$ cat config.mk
export PLATFORM = sky130hd
export DESIGN_NAME = rcr_top
export DESIGN_NICKNAME = d
export VERILOG_FILES = /design/src/hdl/rcr_pkg.sv /design/src/hdl/rcr_top.sv
export VERILOG_INCLUDE_DIRS = /design/src /design/src/hdl
export SDC_FILE = /design/constraint.sdc
export NUM_CORES = 1
export LEC_CHECK = 0
export CORE_MARGIN = 2
export CORE_UTILIZATION = 30
export DETAILED_ROUTE_END_ITERATION = 16
export DONT_BUFFER_PORTS = 1
export PLACE_DENSITY = 0.47
export SLEW_MARGIN = 15
export SYNTH_ARGS = -nofsm -noshare
export SYNTH_HDL_FRONTEND = slang
export SYNTH_SLANG_ARGS = --single-unit
$ cat constraint.sdc
create_clock -name pclk -period 1.5 [get_ports pclk]
set_clock_uncertainty 0.2 [all_clocks]
set_input_delay 0.075 -clock pclk [delete_from_list [all_inputs] [get_ports pclk]]
set_output_delay 0.075 -clock pclk [all_outputs]
set_load 0.05 [all_outputs]
$ cat src/hdl/rcr_regs.svh
// Register offsets, field positions and reset values of the reset cause recorder.
`ifndef RCR_REGS_SVH
`define RCR_REGS_SVH

// Byte address of the cause flag register.
`define RCR_FLAGS_OFFSET 12'h05c
// Number of implemented cause flags; bits above read as zero.
`define RCR_FLAGS_WIDTH 6
// Field positions of the cause flags.
`define RCR_BIT_EXTERNAL 0
`define RCR_BIT_POWER_ON 1
`define RCR_BIT_BROWN_OUT 2
`define RCR_BIT_WATCHDOG 3
`define RCR_BIT_SOFTWARE 4
`define RCR_BIT_REGULATOR 5
// Flag value loaded by a power-on reset: only the power-on cause is set.
`define RCR_FLAGS_POR_VALUE 6'h02
// Flag value after an external pin reset: only the external cause is set.
`define RCR_FLAGS_PIN_VALUE 6'h01
// Read value of the reserved upper bits.
`define RCR_RESERVED_VALUE 26'h0000000

`endif

$ cat src/hdl/rcr_pkg.sv
// Types shared by the reset cause recorder.
package rcr_pkg;

    // Phase of the APB slave: waiting for a setup cycle, or answering.
    typedef enum logic {
        RCR_IDLE,
        RCR_ANSWER
    } rcr_apb_state_t;

    // One bit per reset cause.
    typedef logic [5:0] rcr_flags_t;

endpackage

$ cat src/hdl/rcr_top.sv
// Reset cause recorder: sticky cause flags behind an APB slave.
//
// Local design decision: the APB slave port.
`timescale 1ns/100ps
`include "rcr_regs.svh"

// Overview of operation
// (RL1) Flags load from the cause of each reset.
// (RL2) External pin reset sets its flag, clears others.
// (RL3) Causes other than pin and power-on set their flag and accumulate.
// (RL4) Flags in bits 5:0, bits 31:6 read zero.
// (RL5) Software writes replace the stored flags.
module rcr_top
    import rcr_pkg::*;
#(
    parameter int ADDR_WIDTH = 12
) (
    // Clock and resets.
    input wire logic pclk,
    input wire logic presetn,
    input wire logic por_rst_n,
    // Reset cause strobes from the reset detectors, one cycle each.
    input wire logic external_pin_cause,
    input wire logic brown_out_cause,
    input wire logic watchdog_cause,
    input wire logic software_request_cause,
    input wire logic regulator_lost_cause,
    // APB slave.
    input wire logic psel,
    input wire logic penable,
    input wire logic pwrite,
    input wire logic [ADDR_WIDTH-1:0] paddr,
    input wire logic [31:0] pwdata,
    output logic [31:0] prdata,
    output logic pready,
    output logic pslverr,
    // Live copy of the flags for other logic.
    output logic [5:0] reset_cause_flags
);

    // Stored cause flags; they survive the bus reset.
    rcr_flags_t flags_reg;
    rcr_flags_t flags_next;
    // Cause strobes gathered into flag positions.
    rcr_flags_t cause_evt;
    // APB answer state.
    rcr_apb_state_t state_reg;
    rcr_apb_state_t state_next;
    logic [31:0] prdata_reg;
    logic [31:0] prdata_next;
    logic pready_reg;
    logic pready_next;
    logic pslverr_reg;
    logic pslverr_next;
    // Decoded bus conditions.
    logic addr_hit;
    logic setup_cycle;
    logic access_done;
    logic flags_write;

    // Gather the cause strobes; the power-on cause comes from por_rst_n itself.
    always_comb begin
        cause_evt = '0;
        cause_evt[`RCR_BIT_EXTERNAL] = external_pin_cause;
        cause_evt[`RCR_BIT_BROWN_OUT] = brown_out_cause;
        cause_evt[`RCR_BIT_WATCHDOG] = watchdog_cause;
        cause_evt[`RCR_BIT_SOFTWARE] = software_request_cause;
        cause_evt[`RCR_BIT_REGULATOR] = regulator_lost_cause;
    end

    // Bus decode. A write takes effect only at the edge that completes the access.
    assign addr_hit = (paddr == ADDR_WIDTH'(`RCR_FLAGS_OFFSET));
    assign setup_cycle = psel && !penable;
    assign access_done = psel && penable && pready_reg;
    assign flags_write = access_done && pwrite && addr_hit;

    // Next value of the flags. The external pin outranks everything, then a
    // cause strobe is merged over a software write so that no event is lost.
    always_comb begin
        flags_next = flags_reg;
        if (cause_evt[`RCR_BIT_EXTERNAL]) begin
            // Any pin reset discards the older history.
            flags_next = `RCR_FLAGS_PIN_VALUE; // RL2
        end else if (flags_write) begin
            // Software value replaces the flags, any coincident cause still sets.
            flags_next = pwdata[5:0] | cause_evt; // RL5
        end else begin
            // Causes other than the pin accumulate.
            flags_next = flags_reg | cause_evt; // RL3
        end
    end

    // The flags are reset only at power-on, and then to the power-on cause.
    // The bus reset leaves them alone, which is the whole point of the block.
    always_ff @(posedge pclk or negedge por_rst_n) begin
        if (!por_rst_n) begin
            flags_reg <= `RCR_FLAGS_POR_VALUE; // RL1
        end else begin
            flags_reg <= flags_next; // RL1
        end
    end

    // APB answer logic: no wait state, so pready rises in the first access cycle.
    always_comb begin
        state_next = state_reg;
        prdata_next = prdata_reg;
        pready_next = pready_reg;
        pslverr_next = pslverr_reg;
        unique case (state_reg)
            RCR_IDLE: begin
                if (setup_cycle) begin
                    // Prepare the answer while the master is in setup.
                    state_next = RCR_ANSWER;
                    pready_next = 1'b1;
                    pslverr_next = !addr_hit;
                    if (addr_hit && !pwrite) begin
                        prdata_next = {`RCR_RESERVED_VALUE, flags_reg}; // RL4
                    end else begin
                        // Writes and unmapped reads return zero.
                        prdata_next = '0;
                    end
                end
            end
            RCR_ANSWER: begin
                if (access_done) begin
                    // Drop the answer so it stands only for the completing cycle.
                    state_next = RCR_IDLE;
                    pready_next = 1'b0;
                    pslverr_next = 1'b0;
                    prdata_next = '0;
                end
            end
        endcase
    end

    // APB answer registers, cleared by the bus reset.
    always_ff @(posedge pclk or negedge presetn) begin
        if (!presetn) begin
            state_reg <= RCR_IDLE;
            prdata_reg <= '0;
            pready_reg <= 1'b0;
            pslverr_reg <= 1'b0;
        end else begin
            state_reg <= state_next;
            prdata_reg <= prdata_next;
            pready_reg <= pready_next;
            pslverr_reg <= pslverr_next;
        end
    end

    // Outputs come straight from flip-flops.
    assign prdata = prdata_reg;
    assign pready = pready_reg;
    assign pslverr = pslverr_reg;
    assign reset_cause_flags = flags_reg;

    // A pin reset leaves only the external flag, whatever else happens.
    property p_pin_clears;
        @(posedge pclk) disable iff (!por_rst_n)
        external_pin_cause |=> (flags_reg == `RCR_FLAGS_PIN_VALUE);
    endproperty
    a_pin_clears: assert property (p_pin_clears) // RL2
        else $error("external cause did not clear the other flags");

    // Other causes add to the flags and keep the earlier ones.
    property p_sticky;
        @(posedge pclk) disable iff (!por_rst_n)
        (!external_pin_cause && !flags_write && (cause_evt != '0))
        |=> (flags_reg == ($past(flags_reg) | $past(cause_evt)));
    endproperty
    a_sticky: assert property (p_sticky) // RL3
        else $error("cause flags did not accumulate");

    // A watchdog cause strobe is visible in its flag in the next cycle and stays there one more cycle.
    property p_load;
        @(posedge pclk) disable iff (!por_rst_n)
        (watchdog_cause && !external_pin_cause) ##1 (!flags_write && !external_pin_cause)
        |-> flags_reg[`RCR_BIT_WATCHDOG] ##1 flags_reg[`RCR_BIT_WATCHDOG];
    endproperty
    a_load: assert property (p_load) // RL1
        else $error("watchdog cause not recorded");

    // Read answers from the flag register carry the flags in the low bits and zero above.
    property p_reserved;
        @(posedge pclk) disable iff (!presetn)
        (setup_cycle && !pwrite && addr_hit && state_reg == RCR_IDLE)
        |=> pready_reg && (prdata_reg[31:6] == '0)
            && (prdata_reg[5:0] == $past(flags_reg));
    endproperty
    a_reserved: assert property (p_reserved) // RL4
        else $error("read data wrong or reserved bits not zero");

    // A software write with no coincident cause replaces the flags.
    property p_write;
        @(posedge pclk) disable iff (!por_rst_n || !presetn)
        (flags_write && (cause_evt == '0)) |=> (flags_reg == $past(pwdata[5:0]));
    endproperty
    a_write: assert property (p_write) // RL5
        else $error("software write did not replace the flags");

    // Any other address is refused with an error and zero data, so a stray
    // pointer in software cannot be mistaken for a recorded cause.
    property p_unmapped;
        @(posedge pclk) disable iff (!presetn)
        (setup_cycle && !addr_hit && state_reg == RCR_IDLE)
        |=> pready_reg && pslverr_reg && (prdata_reg == '0);
    endproperty
    a_unmapped: assert property (p_unmapped) // RL4
        else $error("unmapped access not refused");

    // Scenarios worth seeing.
    property p_cov_write_clear;
        @(posedge pclk) disable iff (!presetn) flags_write && (pwdata[5:0] == '0);
    endproperty
    c_write_clear: cover property (p_cov_write_clear);

    property p_cov_two_causes;
        @(posedge pclk) disable iff (!por_rst_n)
        brown_out_cause ##[1:20] watchdog_cause;
    endproperty
    c_two_causes: cover property (p_cov_two_causes);

    property p_cov_unmapped;
        @(posedge pclk) disable iff (!presetn) access_done && pslverr_reg;
    endproperty
    c_unmapped: cover property (p_cov_unmapped);

    property p_cov_pin_over_history;
        @(posedge pclk) disable iff (!por_rst_n)
        external_pin_cause && (flags_reg[5:1] != '0);
    endproperty
    c_pin_over_history: cover property (p_cov_pin_over_history);

endmodule

# After elaboration in Yosys (flattened, before gate mapping)
# Cells that the tools add are included.
# classes
eq_ne	3
mux	14
bitwise_logic	3
n_reduce_logical	10
# ops
cell	n
32-bit two-way mux	2
32-bit case mux with 2 select lines	1
6-bit two-way mux	3
12-bit by 7-bit equality test with 1-bit output (second input constant)	1
6-bit bitwise OR	2
1-bit logical AND	6
1-bit case mux with 2 select lines	3
1-bit two-way mux	5
1-bit zero test	3
2-bit by 1-bit != test with 1-bit output (second input constant)	1
2-bit != test (second input constant)	1
2-bit AND reduction	1
1-bit NOT	1
# word_totals
register_bits	41

# Depth between registers and ports, before layout
# depth
word_depth	6
ltp_mapped	4

# Least setup slack after synthesis
# No wires, ideal clock.
# synth_timing
path_kind	register -> register
start	reg pready_reg, in the netlist pready
end	reg flags_reg[0], in the netlist reset_cause_flags[0]
setup_time_ns	0.124
arrival_time_ns	1.495
t_required_ns	1.176
setup_slack_ns	-0.319
stages_incl_launch_ff	4
path_buffers	0
cell_sequence	dfrtp_1 -> and4_1 -> nand4_2 -> a211o_1
# synth_between
elab_chain_len	5
# synth_rtl
item	line_no	source
start, declared	rcr_top.sv:51	logic pready_reg;
start signal, assigned	rcr_top.sv:146	pready_reg <= pready_next;
1-bit logical AND	rcr_top.sv:74	assign access_done = psel && penable && pready_reg;
1-bit logical AND (2 in series)	rcr_top.sv:75	assign flags_write = access_done && pwrite && addr_hit;
6-bit two-way mux	rcr_top.sv:84	end else if (flags_write) begin
6-bit two-way mux	rcr_top.sv:81	if (cause_evt[`RCR_BIT_EXTERNAL]) begin
via flags_next[0]	rcr_top.sv:43	rcr_flags_t flags_next;
end signal, assigned	rcr_top.sv:97	flags_reg <= `RCR_FLAGS_POR_VALUE;
end signal, assigned	rcr_top.sv:99	flags_reg <= flags_next;
end, declared	rcr_top.sv:42	rcr_flags_t flags_reg;
# The timed path passes the listed nets, and every way through them passes these cells.
# A chain may end at the register's enable or synchronous reset.

# Final worst setup path
# layout_timing
start	reg pready_reg, in the netlist pready
end	reg flags_reg[3], in the netlist reset_cause_flags[3]
# Same word-level chain as after synthesis.

==> flow_metrics.tcl <==
set metrics [dict create \
    min_period_ps 1440 \
    fin_area_um2 1170 \
    internal_power_mw 0.628 \
    cp-end-kind "flip-flop" \
    power_frac_comb_pct 34.9 \
    ios 95 \
    drc 0 \
    netSwitchingPower_mw 0.425 \
    final_nets 176 \
    firstDrtPassIters 3 \
    row_count 19 \
    critPathMaxFanout 7 \
    die-area_um2 3420 \
    drt-total-wl_mm 1.88 \
    antenna_found_initial 0 \
    synth_xor_area_share_pct 0 \
    ys_types 24 \
    layout_common_cells "conb_1 (26), dlygate4sd3_1 (20), buf_4 (14), dfrtp_1 (13), a22o_1 (7)" \
    cts.sinks 15 \
    drt-initial-drc-count 15 \
    hold_depth 3 \
    hp-start "paddr[10]" \
    synthMuxAreaShare_pct 5.63 \
    syn2layout_area_growth_pct 31.8 \
    wl_per_cell_um 12.4 \
    r2r_slack_ps 60 \
    worstPathArrival_ps 1390 \
    dp_cells 127 \
    final_cells 151 \
    rr_worst_depth 4 \
    ff_latch_area_um2 378 \
    ys_ff_latch 15 \
    n_fill_cell 272 \
    fmax_ghz 0.697 \
    place_area_um2 945 \
    timing.max_cap.violations 0 \
    timing.rr.end "reset_cause_flags[3]" \
    seq_power_share_pct 43.3 \
    synth_cells 83 \
    die_h_um 58.5 \
    fin_crit_sh_pct 95.7 \
    peakVddDrop_v 0.000602 \
    final_core_util_pct 42.2 \
    gr-usage-all-layers_pct 11.6 \
    finalSetupViolCount 0 \
    violations "negative hold slack" \
    ys_warn_count 0 \
    hp-class "in -> reg" \
    insertion_delay_ps 280 \
    seq_area_frac_synth_pct 42.3 \
    cts_tree "done" \
    yosys.area.top_type_share_pct 39.4 \
    rr_startpoint "pready" \
    crit_type "reg -> reg" \
    htree_num_levels 1 \
    port_buffers 0 \
    multiInputGateArea_um2 405 \
    die_w_um 58.5 \
    netlist_area_um2 890 \
    cts_buffers 3 \
    critPathLaunchType "flip-flop" \
    hold_slack_ps -43.9 \
    routabilityCongestion 0.713 \
    rsz0062_at_grt "true" \
    first_global_vias 654 \
    diodes 0 \
    via_per_inst 4.25 \
    p_per_area_nw_per_um2 899 \
    yosysTopAreaCell "dfrtp_1" \
    layout_commonest_cell "conb_1" \
    hold_viol 2 \
    worstPathRequired_ps 1460 \
    synth_simple_gate_area_share_pct 15.0 \
    final_layout_size_suffix_gt1_share_pct 21.7 \
    clockRootBuffer "clkbuf_4" \
    synthAdderAreaFrac_pct 0 \
    hpwl_mm 1.30 \
    synth-compound-area-share_pct 12.5 \
    path_clk_slew_ps 90 \
    power_mw 1.05 \
    core_um2 2780 \
    finalSetupTns_ps 0 \
    maxSlewViolCount 0 \
    yosys-top-cells-area "dfrtp_1 (39%), buf_4 (22%), a22o_1 (6.9%)" \
    num_vias 642 \
    ctsHoldBuffers 20 \
    grt_pass1_wl_mm 2.93 \
    outcome "finished with violations" \
    switching_share_pct 40.4 \
    syn_avg_cell_area_um2 10.7 \
    initial_utilization_pct 32.0 \
    grt_overflow_total 0 \
    grt_max_degree 10 \
    synth_top_family_by_area "buffers and inverters" \
    min_to "reset_cause_flags[0]" \
    clockBufferDepth 2 \
    p_clk_share_pct 21.7 \
    leakage_nw 0.626 \
    ant_nets 0 \
]
logic make-up (layout without fill, tap and decap cells):
logic type,after synthesis,in the layout
compound gates,15,15
buf+inv,31,43
flops,15,15
mux,5,5
other cells,1,26
simple gates,16,16
power groups by stage:
stage	registers (mW)	logic, mW	clock network (mW)
6_report	0.457	0.368	0.229
4_1_cts	0.457	0.367	0.241
2_1_floorplan	0.538	0.247	0
3_5_place_dp	0.465	0.317	0
3_3_place_gp	0.463	0.315	0
5_1_grt	0.461	0.388	0.262
critical path, stage by stage (launching register included):
cell,delay [ps]
dfrtp_2,410
and4_4,230
nand4_4,160
mux2i_1,220
a21oi_1,90
stage by stage:
step	hold slack (ps)	worst slack, ps
2_1_floorplan	-421	-44.3
3_3_place_gp	-420	80.5
3_5_place_dp	-420	62.4
4_1_cts	-47.0	43.1
5_1_grt	-29.0	-9.83
6_report	-43.9	64.5
synth_stat cells:
master	number
conb_1	1
nand2_1	3
and3_1	1
nor2b_1	1
inv_1	5
buf_4	26
and2b_1	1
a21o_1	1
nand4_2	1
a22o_1	7
and4bb_1	1
and4bb_2	1
nand3_1	1
nor4_4	1
nor2_1	3
a211o_1	1
mux2i_1	5
nor3b_4	1
a21oi_1	4
dfrtp_1	14
o21ai_0	1
a21oi_2	1
dfstp_2	1
and4_1	1
layer usage:
| layer | track usage, % | routed length (µm) |
|---|---|---|
| met5 | 0 | 0 |
| met4 | 2.66 | 7 |
| met3 | 5.93 | 187 |
| met2 | 20.1 | 948 |
| met1 | 12.7 | 731 |
worst max path at each step:
stage | cells after the start | start | end | slack [ps]
floorplan | 3 | pready | reset_cause_flags[0] | -40
global placement | 3 | state_reg | prdata[3] | 80
detailed placement | 3 | state_reg | prdata[3] | 60
CTS | 3 | pready | reset_cause_flags[0] | 40
global route | 4 | pready | reset_cause_flags[5] | -10
finish | 4 | pready | reset_cause_flags[3] | 60
layout make-up:
type,instances,share of cell area [%]
repair buffers,34,26.0
multi-input cells,62,34.6
clock buffers,4,2.24
inverters,5,1.60
flip-flops and latches,15,32.2
well taps,31,3.31
repair_timing:
action                                  CTS  global route
resized for setup                         0             1
endpoints found under the setup margin    0            11
setup buffers                             0             0
hold endpoints to repair                 30             1
No activity file was read; power rests on OpenSTA's default activity.
